[src/lsr_pkg.sv]
// package: register indices, field positions, reset values for the block
package lsr_pkg;

  // register indices, byte address is four times the index
  localparam logic [5:0] IDX_STATUS   = 6'h08;
  localparam logic [5:0] IDX_RESP_CTL = 6'h09;
  localparam logic [5:0] IDX_RESP_FRQ = 6'h0A;
  localparam logic [5:0] IDX_IRQ_STAT = 6'h10;
  localparam logic [5:0] IDX_IRQ_MASK = 6'h11;

  // electrode status register fields
  localparam int unsigned NUM_ELEC    = 5;
  localparam int unsigned BIT_C1P     = 0;
  localparam int unsigned BIT_C1N     = 1;
  localparam int unsigned BIT_C2P     = 2;
  localparam int unsigned BIT_C2N     = 3;
  localparam int unsigned BIT_LEGDRV  = 4;
  localparam int unsigned DIV_LSB     = 5;

  // breathing control fields
  localparam int unsigned BIT_DEMOD   = 7;
  localparam int unsigned BIT_MOD     = 6;
  localparam int unsigned PH_LSB      = 2;
  localparam int unsigned BIT_CLKSRC  = 0;

  // breathing frequency control fields
  localparam int unsigned BIT_CAL     = 7;
  localparam int unsigned BIT_FRQSEL  = 2;
  localparam int unsigned BIT_REFINT  = 1;

  // reset values
  localparam logic [4:0] STAT_RST     = 5'h00;
  localparam logic [1:0] DIV_RST      = 2'h0;
  localparam logic [7:0] RESP_CTL_RST = 8'h02;
  localparam logic [7:0] RESP_FRQ_RST = 8'h03;
  localparam logic [4:0] MASK_RST     = 5'h00;

  // modulator divider codes
  localparam logic [1:0] DIV_BY4      = 2'h0;
  localparam logic [1:0] DIV_BY8      = 2'h1;
  localparam logic [1:0] DIV_BY16     = 2'h2;

  // bus responses
  localparam logic [1:0] RESP_OKAY    = 2'h0;
  localparam logic [1:0] RESP_SLVERR  = 2'h2;

  // phase counter width, giving 32 steps per control period
  localparam int unsigned PH_CNT_W    = 5;

endpackage

[src/lsr_regs.sv]
// electrode status and breathing control registers on an axi4-lite slave
//
// Our own choice: register access over AXI4-Lite.
`timescale 1ns/1ps
module lsr_regs
  import lsr_pkg::*;
#(
  parameter int unsigned ADDR_W = 8
)(
  // clock and reset
  input  wire logic              sys_clk_in,
  input  wire logic              sys_rst_in,
  // axi4-lite write address
  input  wire logic [ADDR_W-1:0] s_axi_awaddr_in,
  input  wire logic              s_axi_awvalid_in,
  output logic                   s_axi_awready_out,
  // axi4-lite write data
  input  wire logic [31:0]       s_axi_wdata_in,
  input  wire logic [3:0]        s_axi_wstrb_in,
  input  wire logic              s_axi_wvalid_in,
  output logic                   s_axi_wready_out,
  // axi4-lite write response
  output logic [1:0]             s_axi_bresp_out,
  output logic                   s_axi_bvalid_out,
  input  wire logic              s_axi_bready_in,
  // axi4-lite read address
  input  wire logic [ADDR_W-1:0] s_axi_araddr_in,
  input  wire logic              s_axi_arvalid_in,
  output logic                   s_axi_arready_out,
  // axi4-lite read data
  output logic [31:0]            s_axi_rdata_out,
  output logic [1:0]             s_axi_rresp_out,
  output logic                   s_axi_rvalid_out,
  input  wire logic              s_axi_rready_in,
  // lead-off detector side
  input  wire logic [4:0]        loff_comp_in,
  input  wire logic [4:0]        electrode_sense_select_in,
  input  wire logic              conv_done_in,
  // breathing external step
  input  wire logic              breathing_ext_tick_in,
  // analog controls
  output logic                   mod_clk_out,
  output logic                   breathing_mod_out,
  output logic                   breathing_demod_out,
  output logic                   offset_cal_enable_out,
  output logic                   leg_drive_ref_internal_out,
  // interrupt
  output logic                   irq_out
);

  if (ADDR_W < 8)
  begin : g_bad_addr
    $error("lsr_regs: ADDR_W must be at least 8");
  end

  // bus state
  logic       aw_full_q;
  logic [5:0] aw_idx_q;
  logic       aw_map_q;
  logic       w_full_q;
  logic [7:0] wdata_q;
  logic       wstrb_q;
  logic       bvalid_q;
  logic [1:0] bresp_q;
  logic       rvalid_q;
  logic [31:0] rdata_q;
  logic [1:0] rresp_q;

  // register state
  logic [4:0] stat_q;
  logic [4:0] stat_d;
  logic [1:0] div_q;
  logic [7:0] resp_ctl_q;
  logic [7:0] resp_frq_q;
  logic [4:0] ist_q;
  logic [4:0] ist_d;
  logic [4:0] imask_q;
  logic       irq_q;

  // decode wires
  logic        aw_take;
  logic        w_take;
  logic        ar_take;
  logic        do_wr;
  logic        wr_en;
  logic        wr_stat;
  logic        wr_ctl;
  logic        wr_frq;
  logic        wr_istat;
  logic        wr_imask;
  logic [5:0]  aw_idx;
  logic        aw_map;
  logic [5:0]  ar_idx;
  logic        ar_hi_ok;
  logic        ar_map;
  logic [31:0] rd_word;
  logic [4:0]  ev;
  logic [4:0]  clr;
  logic        mod_tick;

  // handshakes: one write and one read held at a time
  assign s_axi_awready_out = ~aw_full_q;
  assign s_axi_wready_out  = ~w_full_q;
  assign s_axi_arready_out = ~rvalid_q;
  assign aw_take  = s_axi_awvalid_in & ~aw_full_q;
  assign w_take   = s_axi_wvalid_in & ~w_full_q;
  assign ar_take  = s_axi_arvalid_in & ~rvalid_q;
  // write fires once address and data both held and no response pending
  assign do_wr    = aw_full_q & w_full_q & ~bvalid_q;
  assign wr_en    = do_wr & aw_map_q & wstrb_q;

  // address decode, upper address bits must be zero
  assign aw_idx   = s_axi_awaddr_in[7:2];
  assign aw_map   = ((s_axi_awaddr_in >> 8) == '0) &&
                    (aw_idx == IDX_STATUS || aw_idx == IDX_RESP_CTL ||
                     aw_idx == IDX_RESP_FRQ || aw_idx == IDX_IRQ_STAT ||
                     aw_idx == IDX_IRQ_MASK);
  assign ar_idx   = s_axi_araddr_in[7:2];
  assign ar_hi_ok = (s_axi_araddr_in >> 8) == '0;
  assign ar_map   = ar_hi_ok &&
                    (ar_idx == IDX_STATUS || ar_idx == IDX_RESP_CTL ||
                     ar_idx == IDX_RESP_FRQ || ar_idx == IDX_IRQ_STAT ||
                     ar_idx == IDX_IRQ_MASK);
  assign wr_stat  = wr_en & (aw_idx_q == IDX_STATUS);
  assign wr_ctl   = wr_en & (aw_idx_q == IDX_RESP_CTL);
  assign wr_frq   = wr_en & (aw_idx_q == IDX_RESP_FRQ);
  assign wr_istat = wr_en & (aw_idx_q == IDX_IRQ_STAT);
  assign wr_imask = wr_en & (aw_idx_q == IDX_IRQ_MASK);

  // read mux; bit 7 of the status register always reads zero
  assign rd_word  =
    !ar_map                   ? 32'h0000_0000 :
    (ar_idx == IDX_STATUS)    ? {24'h00_0000, 1'b0, div_q, stat_q} :
    (ar_idx == IDX_RESP_CTL)  ? {24'h00_0000, resp_ctl_q} :
    (ar_idx == IDX_RESP_FRQ)  ? {24'h00_0000, resp_frq_q} :
    (ar_idx == IDX_IRQ_STAT)  ? {27'h000_0000, ist_q} :
                                {27'h000_0000, imask_q};

  // detach events, only for electrodes whose sensing is enabled
  assign ev  = {5{conv_done_in}} & loff_comp_in & ~stat_q
               & electrode_sense_select_in;
  assign clr = {5{wr_istat}} & wdata_q[4:0];

  // per electrode: flag follows comparator, sticky event bit, set wins
  for (genvar i = 0; i < NUM_ELEC; i++)
  begin : g_elec
    assign stat_d[i] = conv_done_in ? loff_comp_in[i] : stat_q[i];
    assign ist_d[i]  = ev[i] | (ist_q[i] & ~clr[i]);
  end

  // write channel capture
  always_ff @(posedge sys_clk_in)
  begin
    if (sys_rst_in)
    begin
      aw_full_q <= 1'b0;
      aw_idx_q  <= 6'h00;
      aw_map_q  <= 1'b0;
      w_full_q  <= 1'b0;
      wdata_q   <= 8'h00;
      wstrb_q   <= 1'b0;
    end
    else
    begin
      if (aw_take)
      begin
        aw_full_q <= 1'b1;
        aw_idx_q  <= aw_idx;
        aw_map_q  <= aw_map;
      end
      else if (do_wr)
        aw_full_q <= 1'b0;
      if (w_take)
      begin
        w_full_q <= 1'b1;
        wdata_q  <= s_axi_wdata_in[7:0];
        wstrb_q  <= s_axi_wstrb_in[0];
      end
      else if (do_wr)
        w_full_q <= 1'b0;
    end
  end

  // write response; unmapped address answers slverr
  always_ff @(posedge sys_clk_in)
  begin
    if (sys_rst_in)
    begin
      bvalid_q <= 1'b0;
      bresp_q  <= RESP_OKAY;
    end
    else if (do_wr)
    begin
      bvalid_q <= 1'b1;
      bresp_q  <= aw_map_q ? RESP_OKAY : RESP_SLVERR;
    end
    else if (s_axi_bready_in)
      bvalid_q <= 1'b0;
  end

  // read response, data held until taken
  always_ff @(posedge sys_clk_in)
  begin
    if (sys_rst_in)
    begin
      rvalid_q <= 1'b0;
      rdata_q  <= 32'h0000_0000;
      rresp_q  <= RESP_OKAY;
    end
    else if (ar_take)
    begin
      rvalid_q <= 1'b1;
      rdata_q  <= rd_word;
      rresp_q  <= ar_map ? RESP_OKAY : RESP_SLVERR;
    end
    else if (s_axi_rready_in)
      rvalid_q <= 1'b0;
  end

  // status flags and events; flag writes are ignored on purpose
  always_ff @(posedge sys_clk_in)
  begin
    if (sys_rst_in)
    begin
      stat_q <= STAT_RST;
      ist_q  <= 5'h00;
      irq_q  <= 1'b0;
    end
    else
    begin
      stat_q <= stat_d;
      ist_q  <= ist_d;
      irq_q  <= |(ist_q & imask_q);
    end
  end

  // software controls; fixed bits stored as written
  always_ff @(posedge sys_clk_in)
  begin
    if (sys_rst_in)
    begin
      div_q      <= DIV_RST;
      resp_ctl_q <= RESP_CTL_RST;
      resp_frq_q <= RESP_FRQ_RST;
      imask_q    <= MASK_RST;
    end
    else
    begin
      if (wr_stat)
        div_q <= wdata_q[DIV_LSB +: 2];
      if (wr_ctl)
        resp_ctl_q <= wdata_q;
      if (wr_frq)
        resp_frq_q <= wdata_q;
      if (wr_imask)
        imask_q <= wdata_q[4:0];
    end
  end

  // modulator clock divider
  lsr_clk_div #(
    .CNT_W (4)
  ) u_div (
    .sys_clk_in   (sys_clk_in),
    .sys_rst_in   (sys_rst_in),
    .div_sel_in   (div_q),
    .mod_clk_out  (mod_clk_out),
    .mod_tick_out (mod_tick)
  );

  // breathing control, internal step from the modulator tick
  lsr_resp_phase u_phase (
    .sys_clk_in  (sys_clk_in),
    .sys_rst_in  (sys_rst_in),
    .int_tick_in (mod_tick),
    .ext_tick_in (breathing_ext_tick_in),
    .clk_src_in  (resp_ctl_q[BIT_CLKSRC]),
    .freq_sel_in (resp_frq_q[BIT_FRQSEL]),
    .phase_in    (resp_ctl_q[PH_LSB +: 4]),
    .mod_en_in   (resp_ctl_q[BIT_MOD]),
    .demod_en_in (resp_ctl_q[BIT_DEMOD]),
    .mod_out     (breathing_mod_out),
    .demod_out   (breathing_demod_out)
  );

  // outputs
  assign s_axi_bvalid_out           = bvalid_q;
  assign s_axi_bresp_out            = bresp_q;
  assign s_axi_rvalid_out           = rvalid_q;
  assign s_axi_rdata_out            = rdata_q;
  assign s_axi_rresp_out            = rresp_q;
  assign offset_cal_enable_out      = resp_frq_q[BIT_CAL];
  assign leg_drive_ref_internal_out = resp_frq_q[BIT_REFINT];
  assign irq_out                    = irq_q;

  property p_stat_reset;
    @(posedge sys_clk_in)
    sys_rst_in |=> stat_q == STAT_RST;
  endproperty
  a_stat_reset: assert property (p_stat_reset)
    else $error("electrode flags not clear after reset");

  property p_ch1_flags;
    @(posedge sys_clk_in) disable iff (sys_rst_in)
    conv_done_in |=> stat_q[1:0] == $past(loff_comp_in[1:0]);
  endproperty
  a_ch1_flags: assert property (p_ch1_flags)
    else $error("channel 1 flags not taken from comparators");

  property p_ch2_flags;
    @(posedge sys_clk_in) disable iff (sys_rst_in)
    conv_done_in |=> stat_q[3:2] == $past(loff_comp_in[3:2]);
  endproperty
  a_ch2_flags: assert property (p_ch2_flags)
    else $error("channel 2 flags not taken from comparators");

  property p_leg_flag;
    @(posedge sys_clk_in) disable iff (sys_rst_in)
    conv_done_in |=> stat_q[BIT_LEGDRV] == $past(loff_comp_in[4]);
  endproperty
  a_leg_flag: assert property (p_leg_flag)
    else $error("leg-drive flag not taken from comparator");

  property p_flags_hold;
    @(posedge sys_clk_in) disable iff (sys_rst_in)
    !conv_done_in |=> $stable(stat_q);
  endproperty
  a_flags_hold: assert property (p_flags_hold)
    else $error("electrode flags changed without a conversion");

  property p_stat_read;
    @(posedge sys_clk_in) disable iff (sys_rst_in)
    (ar_take && ar_map && ar_idx == IDX_STATUS)
      |=> s_axi_rdata_out[31:7] == '0
          && s_axi_rdata_out[6:5] == $past(div_q);
  endproperty
  a_stat_read: assert property (p_stat_read)
    else $error("status read shows wrong divider or upper bits");

  property p_cal_write;
    @(posedge sys_clk_in) disable iff (sys_rst_in)
    wr_frq |=> offset_cal_enable_out == $past(wdata_q[BIT_CAL]);
  endproperty
  a_cal_write: assert property (p_cal_write)
    else $error("calibration enable did not follow write");

  property p_ref_write;
    @(posedge sys_clk_in) disable iff (sys_rst_in)
    wr_frq |=> leg_drive_ref_internal_out == $past(wdata_q[BIT_REFINT]);
  endproperty
  a_ref_write: assert property (p_ref_write)
    else $error("reference select did not follow write");

  property p_set_wins;
    @(posedge sys_clk_in) disable iff (sys_rst_in)
    (ev != 5'h00) |=> ((ist_q & $past(ev)) == $past(ev));
  endproperty
  a_set_wins: assert property (p_set_wins)
    else $error("event lost against a clear");

endmodule // lsr_regs

[src/lsr_clk_div.sv]
// modulator clock divider: square wave and one-cycle tick
`timescale 1ns/1ps
module lsr_clk_div
  import lsr_pkg::*;
#(
  parameter int unsigned CNT_W = 4
)(
  // clock and reset
  input  wire logic       sys_clk_in,
  input  wire logic       sys_rst_in,
  // divider code
  input  wire logic [1:0] div_sel_in,
  // divided outputs
  output logic            mod_clk_out,
  output logic            mod_tick_out
);

  if (CNT_W < 4)
  begin : g_bad_width
    $error("lsr_clk_div: CNT_W must be at least 4");
  end

  logic [CNT_W-1:0] cnt_q;
  logic [CNT_W-1:0] mask;
  logic [CNT_W-1:0] top;
  logic             mod_clk_q;
  logic             tick_q;

  // reserved code gives an empty mask, which stops the clock low
  assign mask = (div_sel_in == DIV_BY4)  ? CNT_W'(4'h3) :
                (div_sel_in == DIV_BY8)  ? CNT_W'(4'h7) :
                (div_sel_in == DIV_BY16) ? CNT_W'(4'hF) : '0;
  assign top  = mask ^ (mask >> 1);

  // free-running counter, divided bit sampled into a flop
  always_ff @(posedge sys_clk_in)
  begin
    if (sys_rst_in)
    begin
      cnt_q     <= '0;
      mod_clk_q <= 1'b0;
      tick_q    <= 1'b0;
    end
    else
    begin
      cnt_q     <= cnt_q + CNT_W'(1);
      mod_clk_q <= |(cnt_q & top);
      tick_q    <= (mask != '0) && ((cnt_q & mask) == mask);
    end
  end

  assign mod_clk_out  = mod_clk_q;
  assign mod_tick_out = tick_q;

  // divide by four: high two cycles then low; the code must stand on
  // both sides of the rise, a change of code may leave a short pulse
  property p_div4_shape;
    @(posedge sys_clk_in) disable iff (sys_rst_in)
    ($rose(mod_clk_out) && div_sel_in == DIV_BY4
      && $past(div_sel_in) == DIV_BY4
      && $past(div_sel_in, 2) == DIV_BY4)
      ##1 (div_sel_in == DIV_BY4)
      |-> mod_clk_out ##1 !mod_clk_out;
  endproperty
  a_div4_shape: assert property (p_div4_shape)
    else $error("modulator clock not divided by four");

endmodule // lsr_clk_div

[src/lsr_resp_phase.sv]
// breathing modulation and phase-shifted demodulation control
`timescale 1ns/1ps
module lsr_resp_phase
  import lsr_pkg::*;
(
  // clock and reset
  input  wire logic       sys_clk_in,
  input  wire logic       sys_rst_in,
  // step sources
  input  wire logic       int_tick_in,
  input  wire logic       ext_tick_in,
  // settings
  input  wire logic       clk_src_in,
  input  wire logic       freq_sel_in,
  input  wire logic [3:0] phase_in,
  input  wire logic       mod_en_in,
  input  wire logic       demod_en_in,
  // control signals
  output logic            mod_out,
  output logic            demod_out
);

  logic [PH_CNT_W-1:0] cnt_q;
  logic [PH_CNT_W-1:0] shift;
  logic [PH_CNT_W-1:0] diff;
  logic                tick;
  logic                fast;
  logic                mod_q;
  logic                demod_q;

  // frequency choice only counts with the internal clock
  assign tick  = clk_src_in ? ext_tick_in : int_tick_in;
  assign fast  = ~clk_src_in & freq_sel_in;
  // 32 steps per period at 11.25 degrees each, 16 of 22.5 degrees when fast; top phase bit dropped fast
  assign shift = fast ? {1'b0, phase_in[2:0], 1'b0}
                      : {1'b0, phase_in};
  assign diff  = cnt_q - shift;

  // phase counter and gated outputs
  always_ff @(posedge sys_clk_in)
  begin
    if (sys_rst_in)
    begin
      cnt_q   <= '0;
      mod_q   <= 1'b0;
      demod_q <= 1'b0;
    end
    else
    begin
      if (tick)
        cnt_q <= cnt_q + (fast ? PH_CNT_W'(2) : PH_CNT_W'(1));
      mod_q   <= mod_en_in & cnt_q[PH_CNT_W-1];
      demod_q <= demod_en_in & diff[PH_CNT_W-1];
    end
  end

  assign mod_out   = mod_q;
  assign demod_out = demod_q;

  property p_demod_off;
    @(posedge sys_clk_in) disable iff (sys_rst_in)
    !demod_en_in [*2] |-> !demod_out;
  endproperty
  a_demod_off: assert property (p_demod_off)
    else $error("demodulation active while disabled");

  property p_mod_off;
    @(posedge sys_clk_in) disable iff (sys_rst_in)
    !mod_en_in [*2] |-> !mod_out;
  endproperty
  a_mod_off: assert property (p_mod_off)
    else $error("modulation active while disabled");

endmodule // lsr_resp_phase

[config.mk]
export PLATFORM = sky130hd
export DESIGN_NAME = lsr_regs
export DESIGN_NICKNAME = d
export VERILOG_FILES = /design/src/lsr_pkg.sv /design/src/lsr_regs.sv /design/src/lsr_clk_div.sv /design/src/lsr_resp_phase.sv
export SDC_FILE = /design/constraint.sdc
export NUM_CORES = 1
export LEC_CHECK = 0
export BUFFER_PORTS_ARGS = -buffer_cell sky130_fd_sc_hd__buf_4
export CAP_MARGIN = 40
export CORE_ASPECT_RATIO = 0.75
export CORE_MARGIN = 4
export CORE_UTILIZATION = 55
export DETAILED_ROUTE_END_ITERATION = 10
export PLACE_DENSITY_LB_ADDON = 0.3
export SYNTH_ARGS = -nofsm -noshare
export SYNTH_HDL_FRONTEND = slang
export SYNTH_HIERARCHICAL = 1
export SYNTH_SLANG_ARGS = --single-unit
[constraint.sdc]
create_clock -name sys_clk_in -period 4 [get_ports sys_clk_in]
set_input_delay 0.8 -clock sys_clk_in [delete_from_list [all_inputs] [get_ports sys_clk_in]]
set_output_delay 0.8 -clock sys_clk_in [all_outputs]
set_load 0.005 [all_outputs]
==> impl_metrics.json <==
{
  "status": "finished, final reports clean",
  "crit_type": "input port to flop",
  "rr_worst_depth": 4,
  "drive_gt1_frac": 0.213,
  "htreeDepth": 3,
  "core_um2": 6510,
  "finalCritPeriodShare": 0.570,
  "p_per_area_nw_per_um2": 337,
  "ir_drop_v": 0.000243,
  "port_buffers": 60,
  "finalSetupViolCount": 0,
  "min_period_ns": 2.28,
  "worstPathMaxFanout": 17,
  "synth_top_area_cell": "dfxtp_1",
  "postCtsSetupRepairBufs": 0,
  "drv_slew": 0,
  "maxCapViolCount": 0,
  "io_pins": 118,
  "ys_ff_latch": 77,
  "initial_core_util": 0.587,
  "hold_path_class": "flop to flop",
  "fp.dieW_um": 104,
  "startpoint": "s_axi_arvalid_in",
  "r2r-end": "s_axi_rdata_out[3]$_SDFFE_PP0P_",
  "grt_pass1_vias": 2771,
  "die_h_um": 80.2,
  "clk_path_buf_depth": 2,
  "drt.antenna.violating_nets": 0,
  "skew_ns": 0.00779,
  "netlist_instances": 408,
  "slew_headroom": 0.477,
  "clk_latency_ns": 0.34,
  "fin_util": 0.673,
  "end_kind": "flop",
  "viasPerCell": 5.66,
  "num_rows": 25,
  "p_leak_nw": 1.85,
  "num_vias": 3093,
  "wl_per_cell_um": 15.4,
  "syn_area_um2": 3820,
  "required_ns": 4.25,
  "grt_pass1_wl_mm": 13.6,
  "async_reset_ff_frac": 0,
  "first_pass_iters": 5,
  "gp_congestion": 0.907,
  "r2r_slack_ns": 1.83,
  "holdPathStages": 2,
  "area.growth.synth_to_final_pct": 14.7,
  "overflow": 0,
  "path_clk_slew_ns": 0.08,
  "synthTopCellsByCount": "dfxtp_1, nor2_1, mux2i_1",
  "final_hold_viol_count": 0,
  "synth.distinct_cells": 55,
  "dieArea_um2": 8350,
  "grt_max_degree": 80,
  "antenna_found_initial": 0,
  "synth.avg_cell_area_um2": 9.36,
  "routed_wl_mm": 8.42,
  "cts_buffers": 9,
  "drt_iter0_markers": 208,
  "ctsResizeCount": 0,
  "start_kind": "input port",
  "place_hpwl_mm": 6.34,
  "ys_warn_count": 6,
  "antenna_cells": 0,
  "synth_top_area_share": 0.404,
  "fill_cells": 552,
  "synth_edf_count": 0,
  "setup_tns_ns": 0,
  "timing.rr.start": "s_axi_rvalid_out$_SDFFE_PP0P_",
  "crit_arrival_ns": 2.53,
  "nets": 544,
  "yosysMostFrequentCell": "dfxtp_1",
  "rsz0062_at_grt": "false",
  "power_mw": 1.48,
  "tightest_slew_ns": 0.778,
  "cts_tree": "done",
  "drcViolationCount": 0,
  "synth_ff_type": "dfxtp_1",
  "synth.area.top_cells": "dfxtp_1, mux2i_1, nor2_1, buf_4, ha_1",
  "track_usage": 0.204,
  "fmax_mhz": 439,
  "cts_sinks": 77,
  "crit_end": "s_axi_rdata_out[3]$_SDFFE_PP0P_",
  "yosysSeqAreaShare": 0.404,
  "cts_hold_buffers": 0,
  "cts_root_buffer": "clkbuf_8"
}
registers in the layout, indices dropped and copies added (netlist names), 5 cells and up:
register,cells
resp_frq_q,8
wdata_q,8
s_axi_rdata_out,8
ist_q,5
aw_idx_q,6
resp_ctl_q,8
u_phase/cnt_q,5
stat_q,5
imask_q,5
power by group:
part | switching, mW | internal [mW] | leakage, nW
combinational | 0.0767 | 0.0667 | 1.14
clock | 0.278 | 0.239 | 0.0843
sequential | 0.0254 | 0.789 | 0.626
total | 0.380 | 1.10 | 1.85
worst max-delay path, stage by stage:
cell and delay [ns]:
buf_4 0.08, nand2b_1 0.33, nor4_2 0.78, o211ai_1 0.25, a221oi_2 0.29
cell usage in the layout, fill, tap and decap left out, drive strengths merged, types with 3 or more instances in the layout:
cell type,count
a211o,8
a21oi,18
a221oi,13
a311oi,5
a32oi,8
buf,61
clkbuf,10
clkinv,3
conb,26
dfxtp,77
ha,11
inv,13
mux2i,38
nand2,28
nand2b,7
nand3,5
nand4,3
nand4b,5
nor2,55
nor2b,15
nor3,11
nor3b,3
nor4b,4
o211ai,5
o21ai,7
xnor2,5
area by class of cell:
type | instances | area (µm²) | share of cell area
tap | 81 | 101 | 0.0231
clock inverter | 5 | 37.5 | 0.00857
sequential | 77 | 1540 | 0.352
inverter | 13 | 48.8 | 0.0111
clock buffer | 10 | 138 | 0.0314
multi-input combinational | 299 | 2050 | 0.469
timing repair buffer | 61 | 458 | 0.105
layer usage:
| layer | GRT usage | wire length, µm | vias up |
|---|---|---|---|
| li1 | - | - | 1515 |
| met5 | 0 | 0 | - |
| met3 | 0.0498 | 623 | 10 |
| met1 | 0.282 | 3830 | 1458 |
| met2 | 0.320 | 3870 | 110 |
| met4 | 0.0518 | 89 | 0 |
cells by family after synthesis:
family,Yosys count,synth area share
DFF,77,0.404
buffers and inverters,57,0.0826
xor gates and xnor gates,5,0.0115
muxes,39,0.105
AOI/OAI and AO/OA,71,0.148
adders and majority gates,12,0.0413
other,1,0.000982
and+or+nand+nor,146,0.208
through the flow:
step           setup WS (ns)  instance area, µm²  std cells  hold slack (ns)
2_1_floorplan           1.93                3910        433            0.430
5_1_grt                 1.60                4380        546            0.496
6_report                1.72                4380        546            0.473
4_1_cts                 1.76                4380        546            0.469
3_3_place_gp            1.43                4200        531            0.456
3_5_place_dp            1.40                4200        531            0.459
worst min-delay path by stage:
stage	to	slack, ns	from
floorplan	u_phase/mod_out$_SDFF_PP0_	0.43	resp_ctl_q[6]$_SDFFE_PP0P_
global placement	wstrb_q$_SDFFE_PP0P_	0.46	wstrb_q$_SDFFE_PP0P_
detailed placement	aw_map_q$_SDFFE_PP0P_	0.46	aw_map_q$_SDFFE_PP0P_
CTS	u_phase/mod_out$_SDFF_PP0_	0.47	resp_ctl_q[6]$_SDFFE_PP0P_
global route	u_phase/mod_out$_SDFF_PP0_	0.50	resp_ctl_q[6]$_SDFFE_PP0P_
finish	u_phase/mod_out$_SDFF_PP0_	0.47	resp_ctl_q[6]$_SDFFE_PP0P_
Power figures use the tool's default switching activity.
